$ cat config.mk
export PLATFORM = sky130hd
export DESIGN_NAME = pcs_supervisor
export DESIGN_NICKNAME = d
export VERILOG_FILES = /design/src/pcs_pkg.sv /design/src/pcs_supervisor.sv
export SDC_FILE = /design/constraint.sdc
export NUM_CORES = 1
export LEC_CHECK = 0
export BUFFER_PORTS_ARGS = -buffer_cell sky130_fd_sc_hd__buf_4
export CORE_MARGIN = 2
export CORE_UTILIZATION = 30
export CTS_CLUSTER_SIZE = 30
export DETAILED_ROUTE_END_ITERATION = 10
export PLACE_DENSITY = 0.42
export SLEW_MARGIN = 10
export SYNTH_ARGS = -nofsm -noshare
export SYNTH_HDL_FRONTEND = slang
export SYNTH_SLANG_ARGS = --single-unit
$ cat constraint.sdc
create_clock -name clk -period 5.3 [get_ports clk]
set_input_delay 0.265 -clock clk [delete_from_list [all_inputs] [get_ports clk]]
set_output_delay 0.265 -clock clk [all_outputs]
set_load 0.03 [all_outputs]
$ cat src/pcs_pkg.sv
// Constants, register map and carrier types for the processor companion supervisor
package pcs_pkg;

  // Timing base
  localparam int CLK_HZ = 20_000_000;
  localparam int STRETCH_MS = 100;
  localparam int STRETCH_CYC = CLK_HZ / 1000 * STRETCH_MS;
  localparam int WD_STEP_MS = 100;
  localparam int WD_STEP_CYC = CLK_HZ / 1000 * WD_STEP_MS;
  localparam int DEBOUNCE_MS = 10;
  localparam int DEBOUNCE_CYC = CLK_HZ / 1000 * DEBOUNCE_MS;
  localparam int CAL_HZ = 512;
  localparam int CAL_HALF_CYC = CLK_HZ / (2 * CAL_HZ);

  // Companion target address, upper five bits; value is arbitrary
  localparam logic [4:0] TARGET_ADDR_HI = 5'h1A;

  // Register offsets
  localparam logic [7:0] OFS_RTC_CTRL = 8'h00;
  localparam logic [7:0] OFS_FLAGS_KICK = 8'h09;
  localparam logic [7:0] OFS_WD_CTRL = 8'h0A;
  localparam logic [7:0] OFS_COMP_CTRL = 8'h0B;
  localparam logic [7:0] OFS_CNT_CTRL = 8'h0C;
  localparam logic [7:0] OFS_EVENT_INPUT_ONE_LO = 8'h0D;
  localparam logic [7:0] OFS_EVENT_INPUT_ONE_HI = 8'h0E;
  localparam logic [7:0] OFS_EVENT_INPUT_TWO_LO = 8'h0F;
  localparam logic [7:0] OFS_EVENT_INPUT_TWO_HI = 8'h10;
  localparam logic [7:0] OFS_SERIAL_FIRST = 8'h11;
  localparam logic [7:0] OFS_SERIAL_LAST = 8'h18;

  // Field positions
  localparam int BIT_CAL = 2;
  localparam int BIT_WD_FLAG = 7;
  localparam int BIT_POR_FLAG = 6;
  localparam logic [3:0] KICK_PATTERN = 4'hA;
  localparam int BIT_WD_EN = 7;
  localparam int BIT_LOCK = 7;
  localparam int BIT_SNAPSHOT = 3;
  localparam logic [4:0] WD_OFF_CODE = 5'h1F;

  // Reset values
  localparam logic [7:0] RST_WD_CTRL = 8'h00;
  localparam logic [2:0] RST_COMP_CTRL = 3'h0;
  localparam logic [3:0] RST_CNT_CTRL = 4'h0;
  localparam logic RST_POR_FLAG = 1'b1;

  // Watchdog control carrier
  typedef struct packed {
    logic en;
    logic [4:0] timeout;
  } pcs_wd_ctl_t;

  // Event counter control carrier
  typedef struct packed {
    logic snapshot;
    logic chain;
    logic polTwo;
    logic polOne;
  } pcs_cnt_ctl_t;

  // Target bus states
  typedef enum logic [3:0] {
    I2_IDLE, I2_ADDR, I2_ACK_ADDR, I2_PTR, I2_ACK_PTR, I2_WDATA, I2_ACK_W, I2_RDATA, I2_ACK_R
  } pcs_i2_state_t;

endpackage

$ cat src/pcs_supervisor.sv
// Processor companion: reset supervisor, watchdog, event counters, serial number, bus target
// Operation
// - Reset pin driven low whenever supply is below selected trip point.
// - After supply recovers, reset stays low at least 100 ms more.
// - Serial bus ignored while reset is asserted.
// - Trip point chosen by two-bit field in companion control bits 1:0.
// - Watchdog timeout 100 ms to 3 s in 100 ms steps, minimum values.
// - Timeout field in watchdog control bits 4:0, enable at bit 7.
// - Watchdog drives reset only when enabled and timer expired.
// - With enable clear, timer runs and expiry only sets fault flag.
// - Watchdog restarts when any reset pulse ends.
// - Timeout code all ones stops the watchdog counter.
// - Pattern 1010b in kick register low nibble restarts and reloads timeout.
// - Watchdog held disabled while supply is below trip point.
// - External low on reset pin is debounced, then 100 ms reset.
// - Supply and watchdog reset flags set by hardware, cleared by software.
// - Power-fail output low below reference, hysteresis on rising input only.
// - Calibration bit replaces comparator output with 512 Hz square wave.
// - Two 16-bit event counters increment on programmed input edge.
// - Snapshot bit captures all four counter bytes for stable reads.
// - Software writes load counters; counting blocked during such write.
// - Chain bit makes one 32-bit counter driven by input one only.
// - Polarity bits 0 and 1 choose each counter's counting edge.
// - Eight serial bytes writable until lock bit set; lock never clears.
// - Companion answers at its own bus target address.
`timescale 1ns/1ps
module pcs_supervisor #(
  parameter int STRETCH_CYC = pcs_pkg::STRETCH_CYC,
  parameter int WD_STEP_CYC = pcs_pkg::WD_STEP_CYC,
  parameter int DEBOUNCE_CYC = pcs_pkg::DEBOUNCE_CYC,
  parameter int CAL_HALF_CYC = pcs_pkg::CAL_HALF_CYC,
  parameter int CNT_W = 16
) (
  // Clock and reset
  input wire logic clk,
  input wire logic srst,
  // Serial bus target
  input wire logic scl,
  input wire logic sdaIn,
  output logic sdaOut,
  output logic sdaOeN,
  input wire logic [1:0] devSel,
  // Reset pin, open drain
  input wire logic rstPinIn,
  output logic rstPinOut,
  output logic rstPinOeN,
  // Supply comparators, one per trip point, high when supply below it
  input wire logic [3:0] supplyBelowTrip,
  // Power-fail comparator
  input wire logic powerfailSenseBelowRef,
  input wire logic powerfailSenseAboveHyst,
  output logic calOrPowerfailOut,
  // Event inputs
  input wire logic eventInputOne,
  input wire logic eventInputTwo
);

  localparam int RW = $clog2(STRETCH_CYC + 1);
  localparam int PW = $clog2(WD_STEP_CYC + 1);
  localparam int DW = $clog2(DEBOUNCE_CYC + 1);
  localparam int CW = $clog2(CAL_HALF_CYC + 1);

  // Register state
  logic calBit_r;
  logic porFlag_r;
  logic wdFlag_r;
  pcs_pkg::pcs_wd_ctl_t wdCtl_r;
  logic lockBit_r;
  logic [1:0] tripSel_r;
  pcs_pkg::pcs_cnt_ctl_t cntCtl_r;
  logic [CNT_W-1:0] cntOne_r;
  logic [CNT_W-1:0] cntTwo_r;
  logic [2*CNT_W-1:0] snap_r;
  logic [7:0] serial_r [8];

  // Bus target state
  pcs_pkg::pcs_i2_state_t st_r;
  pcs_pkg::pcs_i2_state_t st_nxt;
  logic [3:0] bitCnt_r;
  logic [3:0] bitCnt_nxt;
  logic [7:0] shift_r;
  logic [7:0] shift_nxt;
  logic [7:0] ptr_r;
  logic [7:0] ptr_nxt;
  logic readMode_r;
  logic readMode_nxt;
  logic sdaDrv_r;
  logic sdaDrv_nxt;
  logic sclQ_r;
  logic sdaQ_r;
  logic [7:0] rdData;

  // Supervisor state
  logic rstDrive_r;
  logic [RW-1:0] rstCnt_r;
  logic [RW-1:0] rstCnt_nxt;
  logic [1:0] mrSync_r;
  logic [DW-1:0] dbCnt_r;
  logic [PW-1:0] wdPre_r;
  logic [4:0] wdTicks_r;
  logic [4:0] wdLimit_r;
  logic pfLow_r;
  logic [CW-1:0] calCnt_r;
  logic calSq_r;

  // Bus line events
  wire startCond = scl && sclQ_r && sdaQ_r && !sdaIn;
  wire stopCond = scl && sclQ_r && !sdaQ_r && sdaIn;
  wire sclRise = scl && !sclQ_r;
  wire sclFall = !scl && sclQ_r;
  wire addrMatch = (shift_r[7:1] == {pcs_pkg::TARGET_ADDR_HI, devSel});

  // Register write decode
  wire wrStb = (st_r == pcs_pkg::I2_WDATA) && sclFall && (bitCnt_r == 4'h8);
  wire [7:0] wrData = shift_r;
  wire wrCal = wrStb && (ptr_r == pcs_pkg::OFS_RTC_CTRL);
  wire wrFlags = wrStb && (ptr_r == pcs_pkg::OFS_FLAGS_KICK);
  wire wrWd = wrStb && (ptr_r == pcs_pkg::OFS_WD_CTRL);
  wire wrComp = wrStb && (ptr_r == pcs_pkg::OFS_COMP_CTRL);
  wire wrCntCtl = wrStb && (ptr_r == pcs_pkg::OFS_CNT_CTRL);
  wire wrC1L = wrStb && (ptr_r == pcs_pkg::OFS_EVENT_INPUT_ONE_LO);
  wire wrC1H = wrStb && (ptr_r == pcs_pkg::OFS_EVENT_INPUT_ONE_HI);
  wire wrC2L = wrStb && (ptr_r == pcs_pkg::OFS_EVENT_INPUT_TWO_LO);
  wire wrC2H = wrStb && (ptr_r == pcs_pkg::OFS_EVENT_INPUT_TWO_HI);
  wire wrCntAny = wrC1L || wrC1H || wrC2L || wrC2H;
  wire inSerial = (ptr_r >= pcs_pkg::OFS_SERIAL_FIRST) && (ptr_r <= pcs_pkg::OFS_SERIAL_LAST);
  wire [2:0] serialIdx = 3'(ptr_r - pcs_pkg::OFS_SERIAL_FIRST);
  wire wrSerial = wrStb && inSerial && !lockBit_r;
  wire kick = wrFlags && (wrData[3:0] == pcs_pkg::KICK_PATTERN);
  wire snapTake = wrCntCtl && wrData[pcs_pkg::BIT_SNAPSHOT];

  // Supply and reset sources
  wire lowSupply = supplyBelowTrip[tripSel_r];
  wire rstEnded = rstDrive_r && !lowSupply && (rstCnt_nxt == '0);
  wire wdStopped = (wdCtl_r.timeout == pcs_pkg::WD_OFF_CODE);
  wire wdRun = !lowSupply && !rstDrive_r && !wdStopped;
  wire wdTick = wdRun && (wdPre_r == PW'(WD_STEP_CYC - 1));
  wire [4:0] wdLimitEff = (wdLimit_r == 5'h00) ? 5'h01 : wdLimit_r;
  wire wdExpire = wdTick && (wdTicks_r + 5'h01 >= wdLimitEff);
  wire wdReset = wdExpire && wdCtl_r.en;
  wire mrLow = !mrSync_r[1] && !rstDrive_r;
  wire mrFire = mrLow && (dbCnt_r == DW'(DEBOUNCE_CYC - 1));

  // Event edge detection, one lane per input
  logic [1:0] evRaw;
  logic [1:0] evPol;
  logic [1:0] evEdge;
  assign evRaw = {eventInputTwo, eventInputOne};
  assign evPol = {cntCtl_r.polTwo, cntCtl_r.polOne};

  genvar gi;
  generate
    for (gi = 0; gi < 2; gi++)
    begin : g_ev
      logic [2:0] sync_r;
      // Two-stage sync, third stage only feeds the edge compare
      always_ff @(posedge clk)
      begin
        if (srst)
          sync_r <= 3'h0;
        else
          sync_r <= {sync_r[1:0], evRaw[gi]};
      end
      assign evEdge[gi] = evPol[gi] ? (sync_r[1] && !sync_r[2]) : (!sync_r[1] && sync_r[2]);
    end
  endgenerate

  // Counter next values; a write in progress blocks counting
  wire cntBlock = wrCntAny;
  wire incOne = evEdge[0] && !cntBlock;
  wire incTwo = evEdge[1] && !cntBlock && !cntCtl_r.chain;
  wire [2*CNT_W-1:0] chainSum = {cntTwo_r, cntOne_r} + (2*CNT_W)'(incOne);

  // Stretch counter: reload while any source is active, else count down
  always_comb
  begin
    rstCnt_nxt = rstCnt_r;
    if (lowSupply || wdReset || mrFire)
      rstCnt_nxt = RW'(STRETCH_CYC);
    else if (rstCnt_r != '0)
      rstCnt_nxt = rstCnt_r - RW'(1);
  end

  // Reset pin driver
  always_ff @(posedge clk)
  begin
    if (srst)
    begin
      rstCnt_r <= RW'(STRETCH_CYC);
      rstDrive_r <= 1'b1;
    end
    else
    begin
      rstCnt_r <= rstCnt_nxt;
      rstDrive_r <= lowSupply || (rstCnt_nxt != '0);
    end
  end
  assign rstPinOut = 1'b0;
  assign rstPinOeN = !rstDrive_r;

  // Manual reset sync and debounce; own drive masks the readback
  always_ff @(posedge clk)
  begin
    if (srst)
    begin
      mrSync_r <= 2'h3;
      dbCnt_r <= '0;
    end
    else
    begin
      mrSync_r <= {mrSync_r[0], rstPinIn};
      dbCnt_r <= (mrLow && !mrFire) ? dbCnt_r + DW'(1) : '0;
    end
  end

  // Watchdog prescaler and tick counter
  always_ff @(posedge clk)
  begin
    if (srst)
    begin
      wdPre_r <= '0;
      wdTicks_r <= 5'h00;
      wdLimit_r <= pcs_pkg::RST_WD_CTRL[4:0];
    end
    else
    begin
      if (kick)
        wdLimit_r <= wdCtl_r.timeout;
      if (kick || rstEnded || wdExpire || !wdRun)
      begin
        wdPre_r <= '0;
        wdTicks_r <= 5'h00;
      end
      else if (wdTick)
      begin
        wdPre_r <= '0;
        wdTicks_r <= wdTicks_r + 5'h01;
      end
      else
        wdPre_r <= wdPre_r + PW'(1);
    end
  end

  // Control and flag registers; hardware set beats software clear
  always_ff @(posedge clk)
  begin
    if (srst)
    begin
      calBit_r <= 1'b0;
      porFlag_r <= pcs_pkg::RST_POR_FLAG;
      wdFlag_r <= 1'b0;
      wdCtl_r <= pcs_wd_init();
      {lockBit_r, tripSel_r} <= pcs_pkg::RST_COMP_CTRL;
      cntCtl_r <= pcs_pkg::RST_CNT_CTRL;
    end
    else
    begin
      if (wrCal)
        calBit_r <= wrData[pcs_pkg::BIT_CAL];
      porFlag_r <= lowSupply || (wrFlags ? wrData[pcs_pkg::BIT_POR_FLAG] : porFlag_r);
      wdFlag_r <= wdExpire || (wrFlags ? wrData[pcs_pkg::BIT_WD_FLAG] : wdFlag_r);
      if (wrWd)
        wdCtl_r <= {wrData[pcs_pkg::BIT_WD_EN], wrData[4:0]};
      if (wrComp)
      begin
        lockBit_r <= lockBit_r || wrData[pcs_pkg::BIT_LOCK];
        tripSel_r <= wrData[1:0];
      end
      if (wrCntCtl)
        cntCtl_r <= wrData[3:0];
    end
  end

  function automatic pcs_pkg::pcs_wd_ctl_t pcs_wd_init();
    pcs_wd_init = {pcs_pkg::RST_WD_CTRL[pcs_pkg::BIT_WD_EN], pcs_pkg::RST_WD_CTRL[4:0]};
  endfunction

  // Event counters, snapshot and serial bytes
  always_ff @(posedge clk)
  begin
    if (srst)
    begin
      cntOne_r <= '0;
      cntTwo_r <= '0;
      snap_r <= '0;
    end
    else
    begin
      if (cntCtl_r.chain)
        {cntTwo_r, cntOne_r} <= chainSum;
      else
      begin
        cntOne_r <= cntOne_r + CNT_W'(incOne);
        cntTwo_r <= cntTwo_r + CNT_W'(incTwo);
      end
      if (wrC1L)
        cntOne_r[7:0] <= wrData;
      if (wrC1H)
        cntOne_r[15:8] <= wrData;
      if (wrC2L)
        cntTwo_r[7:0] <= wrData;
      if (wrC2H)
        cntTwo_r[15:8] <= wrData;
      if (snapTake)
        snap_r <= {cntTwo_r, cntOne_r};
      if (wrSerial)
        serial_r[serialIdx] <= wrData;
    end
  end

  // Power-fail comparator with rising-only hysteresis, calibration override
  always_ff @(posedge clk)
  begin
    if (srst)
    begin
      pfLow_r <= 1'b0;
      calCnt_r <= '0;
      calSq_r <= 1'b0;
      calOrPowerfailOut <= 1'b1;
    end
    else
    begin
      if (powerfailSenseBelowRef)
        pfLow_r <= 1'b1;
      else if (powerfailSenseAboveHyst)
        pfLow_r <= 1'b0;
      calCnt_r <= (calCnt_r == CW'(CAL_HALF_CYC - 1)) ? '0 : calCnt_r + CW'(1);
      if (calCnt_r == CW'(CAL_HALF_CYC - 1))
        calSq_r <= !calSq_r;
      calOrPowerfailOut <= calBit_r ? calSq_r : !pfLow_r;
    end
  end

  // Read data mux; unmapped offsets read zero
  always_comb
  begin
    rdData = 8'h00;
    if (inSerial)
      rdData = serial_r[serialIdx];
    else
      case (ptr_r)
        pcs_pkg::OFS_RTC_CTRL: rdData = 8'(calBit_r) << pcs_pkg::BIT_CAL;
        pcs_pkg::OFS_FLAGS_KICK: rdData = {wdFlag_r, porFlag_r, 6'h00};
        pcs_pkg::OFS_WD_CTRL: rdData = {wdCtl_r.en, 2'h0, wdCtl_r.timeout};
        pcs_pkg::OFS_COMP_CTRL: rdData = {lockBit_r, 5'h00, tripSel_r};
        pcs_pkg::OFS_CNT_CTRL: rdData = {4'h0, cntCtl_r};
        pcs_pkg::OFS_EVENT_INPUT_ONE_LO: rdData = snap_r[7:0];
        pcs_pkg::OFS_EVENT_INPUT_ONE_HI: rdData = snap_r[15:8];
        pcs_pkg::OFS_EVENT_INPUT_TWO_LO: rdData = snap_r[23:16];
        pcs_pkg::OFS_EVENT_INPUT_TWO_HI: rdData = snap_r[31:24];
        default: rdData = 8'h00;
      endcase
  end

  // Bus target next state; a held reset or stop drops back to idle
  always_comb
  begin
    st_nxt = st_r;
    bitCnt_nxt = bitCnt_r;
    shift_nxt = shift_r;
    ptr_nxt = ptr_r;
    readMode_nxt = readMode_r;
    sdaDrv_nxt = sdaDrv_r;
    if (rstDrive_r || stopCond)
    begin
      st_nxt = pcs_pkg::I2_IDLE;
      sdaDrv_nxt = 1'b0;
    end
    else if (startCond)
    begin
      st_nxt = pcs_pkg::I2_ADDR;
      bitCnt_nxt = 4'h0;
      sdaDrv_nxt = 1'b0;
    end
    else
      unique case (st_r)
        pcs_pkg::I2_IDLE: ;
        pcs_pkg::I2_ADDR, pcs_pkg::I2_PTR, pcs_pkg::I2_WDATA:
        begin
          if (sclRise && bitCnt_r != 4'h8)
          begin
            shift_nxt = {shift_r[6:0], sdaIn};
            bitCnt_nxt = bitCnt_r + 4'h1;
          end
          else if (sclFall && bitCnt_r == 4'h8)
          begin
            sdaDrv_nxt = 1'b1;
            if (st_r == pcs_pkg::I2_ADDR)
            begin
              st_nxt = addrMatch ? pcs_pkg::I2_ACK_ADDR : pcs_pkg::I2_IDLE;
              sdaDrv_nxt = addrMatch;
              readMode_nxt = shift_r[0];
            end
            else if (st_r == pcs_pkg::I2_PTR)
            begin
              st_nxt = pcs_pkg::I2_ACK_PTR;
              ptr_nxt = shift_r;
            end
            else
            begin
              st_nxt = pcs_pkg::I2_ACK_W;
              ptr_nxt = ptr_r + 8'h01;
            end
          end
        end
        pcs_pkg::I2_ACK_ADDR, pcs_pkg::I2_ACK_PTR, pcs_pkg::I2_ACK_W:
        begin
          if (sclFall)
          begin
            bitCnt_nxt = 4'h0;
            sdaDrv_nxt = 1'b0;
            st_nxt = (st_r == pcs_pkg::I2_ACK_ADDR) ? pcs_pkg::I2_PTR : pcs_pkg::I2_WDATA;
            if (st_r == pcs_pkg::I2_ACK_ADDR && readMode_r)
            begin
              st_nxt = pcs_pkg::I2_RDATA;
              shift_nxt = rdData;
              sdaDrv_nxt = !rdData[7];
              ptr_nxt = ptr_r + 8'h01;
            end
          end
        end
        pcs_pkg::I2_RDATA:
        begin
          if (sclFall)
          begin
            bitCnt_nxt = bitCnt_r + 4'h1;
            shift_nxt = {shift_r[6:0], 1'b0};
            sdaDrv_nxt = !shift_r[6];
            if (bitCnt_r == 4'h7)
            begin
              st_nxt = pcs_pkg::I2_ACK_R;
              sdaDrv_nxt = 1'b0;
            end
          end
        end
        pcs_pkg::I2_ACK_R:
        begin
          if (sclRise && sdaIn)
            st_nxt = pcs_pkg::I2_IDLE;
          else if (sclFall)
          begin
            st_nxt = pcs_pkg::I2_RDATA;
            bitCnt_nxt = 4'h0;
            shift_nxt = rdData;
            sdaDrv_nxt = !rdData[7];
            ptr_nxt = ptr_r + 8'h01;
          end
        end
      endcase
  end

  // Bus target registers
  always_ff @(posedge clk)
  begin
    if (srst)
    begin
      st_r <= pcs_pkg::I2_IDLE;
      bitCnt_r <= 4'h0;
      shift_r <= 8'h00;
      ptr_r <= 8'h00;
      readMode_r <= 1'b0;
      sdaDrv_r <= 1'b0;
      sclQ_r <= 1'b1;
      sdaQ_r <= 1'b1;
    end
    else
    begin
      st_r <= st_nxt;
      bitCnt_r <= bitCnt_nxt;
      shift_r <= shift_nxt;
      ptr_r <= ptr_nxt;
      readMode_r <= readMode_nxt;
      sdaDrv_r <= sdaDrv_nxt;
      sclQ_r <= scl;
      sdaQ_r <= sdaIn;
    end
  end
  assign sdaOut = 1'b0;
  assign sdaOeN = !sdaDrv_r;

endmodule

==> impl_metrics.json, run 1 <==
{
  "outcome": "finished, final reports clean",
  "worst_min_path_class": "input port to register",
  "timing.hold.worst_endpoint": "wdLimit_r[2]$_SDFFE_PP0P_",
  "worst_skew_pair.late_latency_ps": 570,
  "global_route_overflow": 0,
  "yosys_most_used_dff": "sky130_fd_sc_hd__dfxtp_1",
  "synthCells": 1420,
  "dieArea_um2": 44300,
  "placeable_core_region_um2": 42000,
  "timing_worst_setup_path_type": "register to register",
  "grt.total_usage_pct": 15.6,
  "final.fill_count": 4389,
  "place.detailed.hpwl_um": 23400,
  "postSynthAreaPerCell_um2": 9.01,
  "largest_net_degree_at_the_start_of_global_routing": 67,
  "finalHoldViolCount": 0,
  "clock_tree_from_tritoncts": "yes",
  "fp-row-count": 75,
  "postSynth.asyncResetShare_pct": 0,
  "grt_pass1_vias": 9557,
  "design.final.nets": 1455,
  "antenna-diode-count": 0,
  "cp-start-kind": "register",
  "maximum_vdd_drop_uv": 210,
  "total_cts_buffers": 31,
  "clk_pin_slew_worst_paths_ps": 60,
  "critPathArrivalTime_ps": 4770,
  "drt-initial-drc-count": 626,
  "via_per_inst": 5.06,
  "ys_seq_elements": 269,
  "r2r-start": "ptr_r[1]$_SDFFE_PP0P_",
  "gpl.final_weighted_congestion": 0.801,
  "setup_viol_count_final": 0,
  "worst-r2r-setup-slack_ps": 1000,
  "final_cells": 1982,
  "detailedRoute.firstPassIterationCount": 5,
  "clock-sinks": 269,
  "final_cell_mix": "204 x sky130_fd_sc_hd__dfxtp_1, 171 x sky130_fd_sc_hd__nor2_1, 167 x sky130_fd_sc_hd__nand2_1",
  "areaGrowthSynthToFinish_pct": 14.0,
  "route.detailed.drc": 0,
  "synthDistinctLibCells": 76,
  "floorplan.initialDensity_pct": 30.4,
  "grt_pass1_wl_um": 55000,
  "post-route-min-period_ps": 4300,
  "io_buffer_count": 17,
  "tightestPinTransition_ps": 1090,
  "crit_end_category": "register",
  "via_count": 10000,
  "fp.dieH_um": 210,
  "post_synth_instance_area_um2": 12800,
  "drive_above_1_share_pct": 8.59,
  "post-place-cells": 1917,
  "layout_commonest_cell": "sky130_fd_sc_hd__dfxtp_1",
  "cts_h_tree_depth": 1,
  "worst_hold_path.num_cells": 2,
  "final.setup_skew_ps": 19.6,
  "grt_antenna_before_repair": 0,
  "dp_worst_setup_slack_ps": 1090,
  "cts.path.max_buffers": 3,
  "drv_slew": 0,
  "grt_setup_unrepaired": "false",
  "timing.critical_path.required_ps": 5770,
  "avgRoutedWirePerCell_um": 17.4,
  "worst_hold_startpoint": "srst",
  "critPathMaxFanout": 9,
  "ios": 20,
  "cellLeakagePower_nw": 4.95,
  "drv_cap": 0,
  "postRouteAntennaNets": 0,
  "count_of_cells_along_the_worst_register_to_register_path": 15,
  "syn_warnings": 0,
  "setup_total_negative_slack_ps": 0,
  "number_of_synthesized_flops_with_an_enable_pin": 64,
  "wirelength_um": 34600,
  "final_min_period_over_clock_period_pct": 81.1,
  "register_area_um2": 6030,
  "ys_seq_area_share_pct": 47.1,
  "finish.utilization_pct": 34.7,
  "chipWidth_um": 210,
  "multi_input_area_um2": 6340,
  "clock.fmax_mhz": 233,
  "timing.final.ws_setup_ps": 1000,
  "crit-reg2reg-capture": "cntTwo_r[12]$_SDFF_PP0_",
  "clock_root_cell": "sky130_fd_sc_hd__clkbuf_16",
  "power_density_nw_per_um2": 304,
  "maxSlewHeadroom_pct": 26.7,
  "cts.repair_timing.setup_buffer_count": 0
}
==> how the worst max path moves through the flow <==
stage | startpoint | endpoint | depth (start not counted)
floorplan | ptr_r[0]$_SDFFE_PP0P_ | cntTwo_r[12]$_SDFF_PP0_ | 18
global placement | ptr_r[1]$_SDFFE_PP0P_ | cntTwo_r[10]$_SDFF_PP0_ | 15
detailed placement | ptr_r[1]$_SDFFE_PP0P_ | cntTwo_r[12]$_SDFF_PP0_ | 15
CTS | ptr_r[1]$_SDFFE_PP0P_ | cntTwo_r[12]$_SDFF_PP0_ | 15
global route | ptr_r[1]$_SDFFE_PP0P_ | cntTwo_r[12]$_SDFF_PP0_ | 15
finish | ptr_r[1]$_SDFFE_PP0P_ | cntTwo_r[12]$_SDFF_PP0_ | 15
==> stage by stage <==
stage	power [W]	instance area, um2	hold WS [ps]
finish	0.00443	14600	238
CTS	0.00451	14600	219
global route	0.00461	14600	258
detailed placement	0.00226	13400	413
global placement	0.00226	13400	418
floorplan	0.00223	12800	369
==> worst max-delay path, stage by stage, from the launching register on <==
cell and delay, ps:
sky130_fd_sc_hd__dfxtp_1 430, sky130_fd_sc_hd__inv_1 90, sky130_fd_sc_hd__ha_1 270, sky130_fd_sc_hd__nand2b_1 260, sky130_fd_sc_hd__nor3_2 160, sky130_fd_sc_hd__nor4_1 210, sky130_fd_sc_hd__nor2_1 130, sky130_fd_sc_hd__a21oi_1 160
sky130_fd_sc_hd__ha_1 220, sky130_fd_sc_hd__ha_1 210, sky130_fd_sc_hd__nand3_1 170, sky130_fd_sc_hd__nor4_1 670, sky130_fd_sc_hd__a41o_1 350, sky130_fd_sc_hd__nand3_1 260, sky130_fd_sc_hd__or3_1 380, sky130_fd_sc_hd__a311oi_1 240
==> layout make-up <==
cell class,instances,area share [%]
timing repair buffer,45,2.44
clock inverter,20,1.46
tap,539,4.63
multi-input combinational,1042,43.5
inverter,29,0.747
sequential,269,41.4
clock buffer,38,5.85
==> synthesized netlist by cell type (all sizes together), types with 23 or more instances <==
library cell | count | area (um2)
clkbuf | 70 | 263
nand2 | 167 | 627
nand3 | 88 | 440
dfxtp | 205 | 4100
a21oi | 81 | 405
edfxtp | 64 | 1920
o21ai | 32 | 171
nor3 | 37 | 190
nor2b | 23 | 144
mux2i | 43 | 430
a211oi | 37 | 290
xor2 | 45 | 394
inv | 29 | 109
and3 | 30 | 188
xnor2 | 51 | 447
nor2 | 172 | 646
==> state kept, by name, indices dropped and copies added, names as in the netlist, 4 cells and up <==
register / cells
serial_r: 64
snap_r: 32
rstCnt_r: 21
wdPre_r: 21
dbCnt_r: 18
cntOne_r: 16
cntTwo_r: 16
calCnt_r: 15
ptr_r: 8
shift_r: 8
g_ev.sync_r: 6
wdCtl_r: 6
wdLimit_r: 5
wdTicks_r: 5
bitCnt_r: 4
cntCtl_r: 4
st_r: 4
==> cells by family after synthesis <==
group / count (synthesis) / share of synthesized area [%]
DFF: 269 / 47.1
muxes: 47 / 3.81
xor gates and xnor gates: 96 / 6.57
adders and majority gates: 22 / 2.15
buffers and inverters: 110 / 3.39
AOI/OAI and AO/OA: 238 / 12.7
other: 1 / 0.0293
and+or+nand+nor: 637 / 24.3
==> per-layer routing <==
layer,GRT usage (%),vias to the layer above,share of wire [%]
met4,3.11,0,1.8
li1,-,5083,-
met1,22.8,4738,49
met3,2.26,46,3.8
met5,0,-,0
met2,24.7,157,45
==> report_power, final <==
part / leakage (nW) / switching, W / internal [W]
Clock: 0.534 / 0.000878 / 0.00133
Sequential: 2.38 / 0.0000123 / 0.00210
Combinational: 2.03 / 0.0000638 / 0.0000421
Total: 4.95 / 0.000954 / 0.00348
==> repair_timing <==
action / CTS / global route
hold buffers: 7 / 0
hold endpoints to repair: 6 / 0
setup endpoints to repair: 0 / 0
resized for setup: 0 / 0
Note: power is estimated with default switching activity, not from simulation.
==> run 2, diff against run 1 <==
--- a/config.mk
+++ b/config.mk
@@ -10,7 +10,7 @@
 export CORE_UTILIZATION = 30
 export CTS_CLUSTER_SIZE = 30
 export DETAILED_ROUTE_END_ITERATION = 10
-export PLACE_DENSITY = 0.42
+export PLACE_DENSITY = 0.44
 export SLEW_MARGIN = 10
 export SYNTH_ARGS = -nofsm -noshare
 export SYNTH_HDL_FRONTEND = slang
==> constraint.sdc (replaced) <==
create_clock -name clk -period 3.9 [get_ports clk]
set_input_delay 0.195 -clock clk [delete_from_list [all_inputs] [get_ports clk]]
set_output_delay 0.195 -clock clk [all_outputs]
set_load 0.03 [all_outputs]
==> impl_metrics.json, run 2 (synthesis gave the netlist of run 1 again) <==
{
  "drv_cap": 0,
  "largest-register": "serial_r",
  "layout_top_registers": "serial_r x64, snap_r x32",
  "worst-r2r-setup-slack_ps": 310,
  "finalHoldViolCount": 0,
  "worst_min_path_class": "input port to register",
  "cp_cell_sequence": "inv_1 > ha_2 > and4_1 > nor4_2 > nor2_1 > a21oi_1 > ha_1 > ha_1 > nand3_1 > nor4_4 > a41o_1 > nand3_4 > or3_1 > a311oi_1",
  "placeable_core_region_um2": 42000,
  "areaGrowthSynthToFinish_pct": 15.4,
  "ios": 20,
  "multi_input_area_um2": 6380,
  "power.share.clock_pct": 48.6,
  "timing_worst_setup_path_type": "register to register",
  "largest_register_ff_count": 64,
  "largest_net_degree_at_the_start_of_global_routing": 57,
  "postRouteAntennaNets": 0,
  "seqPwrFrac_pct": 48.9,
  "maximum_vdd_drop_uv": 320,
  "layout.cell_area.non_filler_um2": 14800,
  "clock.fmax_mhz": 279,
  "power.net_switching_w": 0.00127,
  "via_per_inst": 5.05,
  "detailedRoute.firstPassIterationCount": 8,
  "dieArea_um2": 44300,
  "floorplan.initialDensity_pct": 30.4,
  "final.fill_count": 4361,
  "worst_hold_startpoint": "srst",
  "power.combinational.fraction_pct": 2.5,
  "total_cts_buffers": 30,
  "layout_commonest_cell": "sky130_fd_sc_hd__dfxtp_1",
  "avgRoutedWirePerCell_um": 17.1,
  "cellLeakagePower_nw": 5.07,
  "drive_above_1_share_pct": 10.3,
  "setup_total_negative_slack_ps": 0,
  "r2r-start": "ptr_r[0]$_SDFFE_PP0P_",
  "critical_path.n_buffers_inverters": 1,
  "setup_viol_count_final": 0,
  "critPathArrivalTime_ps": 4070,
  "finish.utilization_pct": 35.1,
  "design.final.nets": 1484,
  "fp-row-count": 75,
  "chipWidth_um": 210,
  "critPathLaunch": "ptr_r[0]$_SDFFE_PP0P_",
  "drt-initial-drc-count": 668,
  "power.internal_w": 0.00460,
  "worst_skew_pair.late_latency_ps": 570,
  "wirelength_um": 34300,
  "grt.total_usage_pct": 15.5,
  "crit_end_category": "register",
  "io_buffer_count": 17,
  "switching_share_pct": 21.6,
  "grt_pass1_wl_um": 54700,
  "post_dp_cell_area_um2": 13700,
  "clk_pin_slew_worst_paths_ps": 60,
  "cts.path.max_buffers": 3,
  "grt_setup_unrepaired": "false",
  "crit_path_top_delay_cell": "sky130_fd_sc_hd__dfxtp_2",
  "crit_family": "simple AND/OR/NAND/NOR gates",
  "critPathMaxFanout": 9,
  "fp.dieH_um": 210,
  "clock_tree_from_tritoncts": "yes",
  "power_density_nw_per_um2": 398,
  "holdWs_ps": 39.6,
  "gpl.final_weighted_congestion": 0.797,
  "via_count": 10100,
  "tightestPinTransition_ps": 852,
  "cp-start-kind": "register",
  "register_area_um2": 6030,
  "route.detailed.drc": 0,
  "cts_h_tree_depth": 1,
  "final_min_period_over_clock_period_pct": 92.0,
  "place.detailed.hpwl_um": 23600,
  "drv_slew": 0,
  "outcome": "finished, final reports clean",
  "grt_pass1_vias": 9564,
  "worst_path_largest_cell_delay_ps": 420,
  "timing.critical_path.required_ps": 4380,
  "clock_root_cell": "sky130_fd_sc_hd__clkbuf_16",
  "final.setup_skew_ps": 20.4,
  "final_cell_mix": "204 x sky130_fd_sc_hd__dfxtp_1, 171 x sky130_fd_sc_hd__nor2_1, 167 x sky130_fd_sc_hd__nand2_1",
  "global_route_overflow": 0,
  "clock-sinks": 269,
  "post-route-min-period_ps": 3590,
  "critical-path-top-cell-by-count": "sky130_fd_sc_hd__ha_1",
  "antenna-diode-count": 0,
  "grt_antenna_before_repair": 0,
  "maxSlewHeadroom_pct": 43.2
}
## run 2: cell count changes in the layout (fill, tap and decap cells not counted), moves of 2 or more
cell,delta
sky130_fd_sc_hd__clkbuf_1,+5
sky130_fd_sc_hd__buf_4,+30
sky130_fd_sc_hd__clkinv_2,-4
sky130_fd_sc_hd__clkbuf_8,-3
sky130_fd_sc_hd__nor4_1,-2
## run 2: power groups by stage
stage               clock network (W)  registers (W)  logic, W
floorplan                           0        0.00293  0.000105
global placement                    0        0.00293  0.000142
detailed placement                  0        0.00293  0.000141
CTS                           0.00294        0.00287  0.000148
global route                  0.00304        0.00287  0.000165
finish                        0.00285        0.00287  0.000146
## run 2: per-stage QoR
step / setup WS (ps) / power (W) / cells
3_3_place_gp: 351 / 0.00307 / 1945
3_5_place_dp: 303 / 0.00307 / 1945
5_1_grt: 5.17 / 0.00608 / 2009
4_1_cts: 262 / 0.00596 / 2007
6_report: 310 / 0.00587 / 2009
2_1_floorplan: 36.5 / 0.00303 / 1421
## run 2: path summary, 6_finish.rpt
| kind | endpoint | cells past startpoint |
|---|---|---|
| worst max-delay path | cntTwo_r[8]$_SDFF_PP0_ | 14 |
| worst min-delay path | readMode_r$_SDFFE_PP0P_ | 2 |
| worst max register to register | cntTwo_r[8]$_SDFF_PP0_ | 14 |
| worst min register to register | mrSync_r[1]$_SDFF_PP1_ | 1 |
## run 2: what timing repair did
item                                    in CTS  in global routing
resized for setup                            0                  3
endpoints found under the hold margin        8                  0
endpoints found under the setup margin       0                  8
hold buffers                                 7                  0
setup buffers                                0                  2
## run 2: cell type report
cell class | instances | share of cell area [%]
Inverter | 29 | 0.737
Timing Repair Buffer | 75 | 3.93
Tap cell | 539 | 4.57
Clock inverter | 15 | 1.10
Multi-Input combinational cell | 1042 | 43.2
Sequential cell | 269 | 40.8
Clock buffer | 40 | 5.62
## run 2: routing by layer
metal  track usage, %  vias up  part of all wire [%]
met1             22.6     4812                    51
met4             3.08        0                   1.8
met5                0        -                     0
met2             24.7      147                    44
met3             1.94       43                   3.2
li1                 -     5136                     -
